### src/verilog/mb_pkg.sv
// Shared constants and types for the Modbus TCP command checker
package mb_pkg;

    localparam logic [7:0]  FN_READ_COILS    = 8'h01;
    localparam logic [7:0]  FN_READ_INPUTS   = 8'h02;
    localparam logic [7:0]  FN_READ_HOLDING  = 8'h03;
    localparam logic [7:0]  FN_READ_INPUT_RG = 8'h04;
    localparam logic [7:0]  FN_FORCE_COIL    = 8'h05;
    localparam logic [7:0]  FN_PRESET_REG    = 8'h06;
    localparam logic [7:0]  FN_FORCE_COILS   = 8'h0f;
    localparam logic [7:0]  FN_PRESET_REGS   = 8'h10;

    localparam logic [7:0]  EXC_ILLEGAL_FN   = 8'h01;
    localparam logic [7:0]  EXC_ILLEGAL_ADDR = 8'h02;
    localparam logic [7:0]  EXC_ILLEGAL_VAL  = 8'h03;
    localparam logic [7:0]  EXC_BUSY         = 8'h06;
    localparam logic [7:0]  EXC_NAK          = 8'h07;
    localparam logic [7:0]  EXC_FLAG         = 8'h80;

    localparam int          PREAMBLE_LEN     = 6;
    localparam int          HEAD_LEN         = 6;
    localparam logic [7:0]  ECHO_LEN         = 8'h06;
    localparam logic [7:0]  EXC_LEN          = 8'h03;

    // Index of the last echoed byte in a reply: preamble plus six body bytes
    localparam logic [3:0]  LAST_ECHO_IDX    = 4'hb;
    localparam logic [3:0]  LAST_EXC_IDX     = 4'h8;

    localparam longint      CLK_HZ           = 100000000;
    localparam longint      BUSY_TIME_S      = 3;
    localparam longint      BUSY_CYCLES      = BUSY_TIME_S * CLK_HZ;

    localparam logic [15:0] MAX_BITS         = 16'h0040;
    localparam logic [15:0] MAX_REGS         = 16'h007b;

    typedef struct packed {
        logic [15:0] trans_id;
        logic [15:0] proto_id;
        logic [7:0]  slave;
        logic [7:0]  func;
        logic [15:0] addr;
        logic [15:0] qty;
    } cmd_head_s;

    typedef struct packed {
        logic [7:0]  data;
        logic        last;
    } byte_beat_s;

endpackage : mb_pkg

### src/verilog/startup_busy_timer.sv
// Start-up busy interval timer, counting down from reset
module startup_busy_timer #(
    parameter longint CYCLES = mb_pkg::BUSY_CYCLES
) (
    input  wire logic core_clk,
    input  wire logic resetn,
    input  wire logic clk_en,
    output logic      busy
);

    logic [31:0] remaining;
    wire         done = (remaining == 32'h0);

    always_ff @(posedge core_clk or negedge resetn)
    begin
        if (!resetn)
            remaining <= 32'(CYCLES);
        else if (clk_en && !done)
            remaining <= remaining - 32'h1;
    end

    always_ff @(posedge core_clk or negedge resetn)
    begin
        if (!resetn)
            busy <= 1'b1;
        else if (clk_en)
            busy <= (remaining > 32'h1);
    end

endmodule : startup_busy_timer

### config.mk
export PLATFORM = sky130hd
export DESIGN_NAME = startup_busy_timer
export DESIGN_NICKNAME = d
export VERILOG_FILES = /design/src/verilog/mb_pkg.sv /design/src/verilog/startup_busy_timer.sv
export SDC_FILE = /design/constraint.sdc
export NUM_CORES = 1
export LEC_CHECK = 0
export BUFFER_PORTS_ARGS = -buffer_cell sky130_fd_sc_hd__buf_4
export CAP_MARGIN = 0
export CORE_MARGIN = 2
export CORE_UTILIZATION = 55
export DETAILED_ROUTE_END_ITERATION = 12
export HOLD_SLACK_MARGIN = 0.06
export PLACE_DENSITY = 0.79
export REMOVE_ABC_BUFFERS = 1
export SYNTH_ARGS = -nofsm -noshare
export SYNTH_HDL_FRONTEND = slang
export SYNTH_SLANG_ARGS = --single-unit
export TNS_END_PERCENT = 20
### constraint.sdc
create_clock -name core_clk -period 5.3 [get_ports core_clk]
set_clock_uncertainty 0.2 [all_clocks]
set_input_delay 1.59 -clock core_clk [delete_from_list [all_inputs] [get_ports core_clk]]
set_output_delay 1.59 -clock core_clk [all_outputs]
set_load 0.01 [all_outputs]
Yosys cells after proc, flatten, opt, wreduce, memory -nomap -nowiden
Index checks and enable logic that the tools add are counted.
W data, S select, Z words.
Word-level totals
  register bits after elaboration: 33
  bits of input ports: 3
  output and inout bits: 1
Cells by class
  order comparisons: 1
  reduce and logical (&&, ||, !) cells: 3
  $add $sub $neg: 1
Operator list (number)
  $gt A32 B1 Y1 const B: 1
  $logic_not A32 Y1: 1
  $sub A32 B1 Y32 const B: 1
  $logic_and A1 B1 Y1: 1
  $logic_not A1 Y1: 1

Depth between registers and ports, before layout
Gate-level depths: netlist of the first run.
  depth in word-level cells: 3
  depth in mapped cells: 8
  gate-level depth less buffers: 7

Worst setup path after synthesis of the first run
Ideal clock, no wire load.
  path type: input-to-reg
  start point: in clk_en
  end point: reg remaining[25]
  buffers on the path: 0
  path slack: 2.317 ns
  cell stages on the path: 4
  arrival time: 2.704 ns
  cell sequence: nand3_1 > or4_1 > nor4_1 > xor2_1
Between the ends
  word-level cells in the longest chain between the ends: 1
RTL lines
  start: declaration: line startup_busy_timer.sv:7  | input wire logic clk_en,
  $logic_and A1 B1 Y1: line startup_busy_timer.sv:18  | else if (clk_en && !done)
  end signal: assignment: line startup_busy_timer.sv:17  | remaining <= 32'(CYCLES);
  end signal: assignment: line startup_busy_timer.sv:19  | remaining <= remaining - 32'h1;
  end: declaration: line startup_busy_timer.sv:11  | logic [31:0] remaining;
Every way passes these cells.
A chain may end at the register's enable or synchronous reset.

Final worst setup path of the first run
  start point: reg remaining[17]
  end point: reg remaining[3]
Between the ends
  word-level cells in the longest chain between the ends: 3
RTL lines
  $logic_not A32 Y1: line startup_busy_timer.sv:12  | wire done = (remaining == 32'h0);
  $logic_not A1 Y1: line startup_busy_timer.sv:18
  $logic_and A1 B1 Y1: line startup_busy_timer.sv:18
Every way passes these cells.

==> results of run 1 <==
==> metrics by stage <==
stage	area [um^2]	std cells	setup slack [ns]	utilization	total power, W
floorplan	1640	154	2.32	-	0.000453
global placement	1700	188	2.09	0.602	0.000485
detailed placement	1700	188	2.00	0.602	0.000495
CTS	1790	196	2.19	0.632	0.000690
global route	1790	196	2.05	0.632	0.000727
finish	1790	196	2.20	0.632	0.000687
==> power groups by stage <==
stage / sequential (W) / clock [W] / combinational [W]
after floorplan: 0.000353 / 0 / 0.0000994
after global placement: 0.000363 / 0 / 0.000122
after detailed placement: 0.000367 / 0 / 0.000128
after CTS: 0.000363 / 0.000199 / 0.000128
after global routing: 0.000373 / 0.000208 / 0.000146
final: 0.000365 / 0.000195 / 0.000127
==> cell type report <==
type,instances,area share
flip-flops and latches,33,0.470
multi-input cells,116,0.438
clock buffers,7,0.0308
well taps,31,0.0217
clock inverters,1,0.0168
repair buffers,3,0.0126
inverters,5,0.0105
==> cells in the mapped netlist (all sizes together) <==
master	count	area (um^2)
dfrtp	22	551
xor2	22	193
nor3	19	100
nor4	14	87.6
dfstp	11	289
nor2	11	41.3
nand2	7	26.3
or4	7	60.1
inv	5	18.8
o21ai	5	25.0
or3	5	31.3
xnor2	5	43.8
nand3	4	20.0
and2	2	12.5
buf	2	22.5
ha	2	25.0
nand4	2	12.5
o41ai	2	36.3
a2111oi	1	8.76
a21o	1	7.51
a31oi	1	6.26
and3	1	6.26
clkbuf	1	3.75
mux2i	1	10.0
nor3b	1	7.51
o2111ai	1	8.76
o31ai	1	7.51
or2	1	6.26
==> path summary, 6_finish.rpt <==
check,startpoint,cells past startpoint,end
worst max-delay path,remaining[17],5,remaining[3]
worst min-delay path,remaining[26],1,remaining[26]
worst max register to register,remaining[17],5,remaining[3]
worst min register to register,remaining[26],1,remaining[26]
max in group asynchronous,resetn,1,remaining[13]
min in group asynchronous,resetn,1,remaining[6]
==> sequential cells by signal (all words and copies together), names as in the netlist <==
signal     cells
remaining     32
busy           1
==> kinds of logic (layout without fill, tap and decap cells) <==
family                   after synthesis  count (layout)  share of synthesized area
adder cells (fa/ha/maj)                2               2                     0.0150
buffers and inverters                  8              16                     0.0270
multiplexers                           1               1                    0.00600
XOR/XNOR                              27              27                      0.142
AO/OA/AOI/OAI                         12              12                     0.0600
AND/OR/NAND/NOR                       74              74                      0.247
flip-flops                            33              33                      0.503
==> routing by layer <==
| metal | vias up | routed length (um) |
|---|---|---|
| met5 | - | 0 |
| met4 | 0 | 52 |
| met3 | 6 | 143 |
| met2 | 27 | 1370 |
| met1 | 571 | 1370 |
| li1 | 592 | - |
==> impl_metrics.json, run 1 <==
{
  "grt_overflow": 0,
  "yosys_warnings": 0,
  "syn_area_um2": 1670,
  "hold_ws_ns": 0.274,
  "use_met1": 0.256,
  "mostFrequentLayoutCells": "xor2_1, dfrtp_1, nor3_1",
  "clk_latency_ns": 0.34,
  "wl_per_cell_um": 15.0,
  "ant_nets": 0,
  "min_period_over_period": 0.584,
  "setup_viol": 0,
  "antenna_found_initial": 0,
  "maxSlewHeadroom": 0.392,
  "start_util": 0.590,
  "outcome": "complete, no violations",
  "antenna_cells": 0,
  "grt_pass1_vias": 1156,
  "finalSetupTns_ns": 0,
  "crit_chain": "or4_4 > or4_4 > o41ai_4 > nor4_1 > xor2_1",
  "vdd_drop_max_mv": 0.221,
  "cts_root_buffer": "clkbuf_4",
  "fillerInstances": 238,
  "core_region_area_um2": 2830,
  "area_growth_pct": 7.20,
  "drive_above_1_share": 0.158,
  "cts_resized": 0,
  "hp-class": "flop to flop",
  "ys_types": 31,
  "die_h_um": 59.1,
  "grt_max_degree": 34,
  "ys_seq_elements": 33,
  "die_area_um2": 3490,
  "cp_max_fo": 17,
  "reg2reg_slack_ns": 2.20,
  "path_class": "flop to flop",
  "drtIter0Drc": 72,
  "drc": 0,
  "cts_tree": "yes",
  "cts_buffers": 5,
  "crit_family": "simple AND/OR/NAND/NOR gates",
  "cts.reportedPaths.clkPinSlew_ns": 0.10,
  "met3_usage": 0.0590,
  "p_per_area_nw_per_um2": 384,
  "multiInputGateArea_um2": 783,
  "gr-max-usage-layer": "met2",
  "syn_avg_cell_area_um2": 10.6,
  "fmax_ghz": 0.323,
  "p_clk_frac": 0.284,
  "cp.required_ns": 5.32,
  "portBuffers": 3,
  "p_int_w": 0.000472,
  "grt_usage": 0.199,
  "endpoint_kind": "flop",
  "rows": 19,
  "cts_sinks": 33,
  "die_w_um": 59.1,
  "p_sw_frac": 0.313,
  "grt_first_pass_wirelength_um": 5150,
  "h-tree-depth": 2,
  "worst_pin_slew_ns": 0.888,
  "pin_count": 4,
  "vias": 1196,
  "post-route-min-period_ns": 3.10,
  "synth_cells": 157,
  "max_cap_violations": 0,
  "cp.arrival_ns": 3.11,
  "nets": 169,
  "p_sw_w": 0.000215,
  "hold_violations": 0,
  "startpoint_type": "flop",
  "dpl.hpwl_um": 2160,
  "gp_congestion": 0.820,
  "p_seq_frac": 0.531,
  "dr.pass1.iters": 4,
  "ctsHoldBuffers": 0,
  "p_leak_nw": 0.843,
  "via_per_inst": 6.10,
  "rsz0062_at_grt": "false",
  "worst_path_largest_cell_delay_ns": 0.85,
  "slew_violations": 0,
  "crit_path_top_delay_cell": "o41ai_4",
  "yosysSeqAreaShare": 0.503,
  "power_frac_comb": 0.184,
  "wl_um": 2940,
  "met2_usage": 0.311,
  "seq_area_um2": 840,
  "clk_path_buf_depth": 2,
  "crit_path_frequent_cell": "or4_4",
  "cp_num_buf_inv": 0,
  "post_cts.repair.setup_buffers": 0
}
Note: power is estimated with default switching activity, not from simulation.
==> run 2: changes to the inputs <==
- PLACE_DENSITY: 0.79 -> 0.82
- clock period: 5.3 -> 2.8 ns (I/O delays scaled with it)
==> run 2 against run 1 <==
Against the previous run: die area unchanged; largest power group unchanged; via count rose by 1.9%; critical path depth rose by 1; largest cell class unchanged; wire length grew 5.8%; non-clock buffer count up 4; sequential power grew 90%; sequential share of layout area fell by 0.23 points; clock power grew 34%; combinational power increased by 100%.
==> impl_metrics.json, run 2 (synthesis gave the netlist of run 1 again) <==
{
  "clk_path_buf_depth": 2,
  "crit_family": "simple AND/OR/NAND/NOR gates",
  "crit_chain": "or4_4 > or4_4 > o41ai_4 > buf_4 > nor3_1 > xor2_1",
  "rr_worst_depth": 6,
  "reg_top3": "remaining (32), busy (1)",
  "drtIter0Drc": 32,
  "placedCellCount": 192,
  "crit_path_frequent_cell": "or4_4",
  "finalSetupTns_ns": 0,
  "p_int_w": 0.000780,
  "outcome": "complete, no violations",
  "largest_reg_flops": 32,
  "cts_sinks": 33,
  "nets": 173,
  "via_per_inst": 6.10,
  "fmax_ghz": 0.367,
  "cp.depth": 6,
  "ant_nets": 0,
  "rows": 19,
  "vias": 1219,
  "portBuffers": 3,
  "vdd_drop_max_mv": 0.563,
  "max_cap_violations": 0,
  "grt_pass1_vias": 1234,
  "p_clk_frac": 0.217,
  "area_growth_pct": 7.73,
  "mostFrequentLayoutCells": "xor2_1, dfrtp_1, nor3_1",
  "cts_buffers": 5,
  "wl_per_cell_um": 15.6,
  "grt_first_pass_wirelength_um": 5490,
  "top_register": "remaining",
  "worst_path_largest_cell_delay_ns": 0.59,
  "hp-class": "input pin to async pin",
  "cts.reportedPaths.clkPinSlew_ns": 0.11,
  "min_period_over_period": 0.973,
  "worst_pin_slew_ns": 0.492,
  "gp_congestion": 0.905,
  "drc": 0,
  "hold_violations": 0,
  "p_leak_nw": 0.851,
  "p_per_area_nw_per_um2": 672,
  "cp.arrival_ns": 2.74,
  "grt_overflow": 0,
  "slew_violations": 0,
  "cp.required_ns": 2.82,
  "setup_viol": 0,
  "post-route-min-period_ns": 2.72,
  "wl_met3_um": 135,
  "core_region_area_um2": 2830,
  "p_seq_frac": 0.573,
  "dr.pass1.iters": 4,
  "p_sw_w": 0.000428,
  "rsz0062_at_grt": "false",
  "cp_max_fo": 8,
  "start_util": 0.590,
  "antenna_found_initial": 0,
  "wl_met1_um": 1480,
  "die_h_um": 59.1,
  "clk_latency_ns": 0.35,
  "stdcell_count": 200,
  "fin_util": 0.635,
  "p_sw_frac": 0.355,
  "pin_count": 4,
  "cts_root_buffer": "clkbuf_4",
  "wl_um": 3120,
  "die_area_um2": 3490,
  "dpl.hpwl_um": 2200,
  "grt_usage": 0.212,
  "h-tree-depth": 2,
  "antenna_cells": 0,
  "cts_tree": "yes",
  "cp_num_buf_inv": 1,
  "endpoint_kind": "flop",
  "top_layer": "met4",
  "die_w_um": 59.1,
  "crit_path_top_delay_cell": "or4_4",
  "p_total_w": 0.00121,
  "startpoint_type": "flop",
  "dr_wl_met2_um": 1450,
  "power_frac_comb": 0.210,
  "grt_max_degree": 34,
  "path_class": "flop to flop",
  "maxSlewHeadroom": 0.669,
  "drive_above_1_share": 0.189
}
==> run 2: repair_timing <==
action | in CTS | in global routing
endpoints found under the setup margin | 0 | 2
hold buffers | 0 | 0
resized for setup | 0 | 2
buffers inserted | 0 | 0
==> run 2: path summary, 6_finish.rpt <==
kind                       slack [ns]     startpoint       endpoint
setup / recovery                 0.08  remaining[17]  remaining[10]
hold / removal                   0.21         resetn  remaining[27]
setup reg to reg                 0.08  remaining[17]  remaining[10]
hold reg to reg                  0.28  remaining[31]  remaining[31]
max in group asynchronous        1.86         resetn  remaining[15]
min in group core_clk            0.28  remaining[31]  remaining[31]
==> run 2: per-layer routing <==
metal | global-route usage | vias to the layer above
met5 | 0 | -
met4 | 0.0877 | 0
met3 | 0.0677 | 6
met2 | 0.325 | 24
met1 | 0.276 | 589
li1 | - | 600
==> run 2: per-stage QoR <==
stage	cell area, um^2	hold WS (ns)	setup slack [ns]
after CTS	1790	0.212	0.0496
after floorplan	1640	0.237	-0.0432
after global placement	1730	0.250	0.149
after detailed placement	1730	0.268	0.0692
final	1800	0.212	0.0769
after global routing	1800	0.220	0.00174
==> run 2: layout make-up <==
class                           count  area (um^2)
Fill cell                         230         1030
Multi-Input combinational cell    116          788
Sequential cell                    33          840
Tap cell                           31         38.8
Clock inverter                      3         17.5
Timing Repair Buffer                7         56.3
Inverter                            5         18.8
Clock buffer                        5         37.5
==> run 2: worst reg2reg max path: stages, from the launching register on <==
cell and delay, ns:
dfrtp_1 0.44, or4_4 0.59, or4_4 0.57, o41ai_4 0.39, buf_4 0.21, nor3_1 0.06, xor2_1 0.15
==> run 2: power groups by stage <==
stage	Combinational (W)	Clock [W]	Sequential (W)
3_5_place_dp	0.000252	0	0.000693
3_3_place_gp	0.000232	0	0.000686
4_1_cts	0.000253	0.000268	0.000685
6_report	0.000254	0.000262	0.000693
5_1_grt	0.000290	0.000288	0.000707
2_1_floorplan	0.000188	0	0.000669
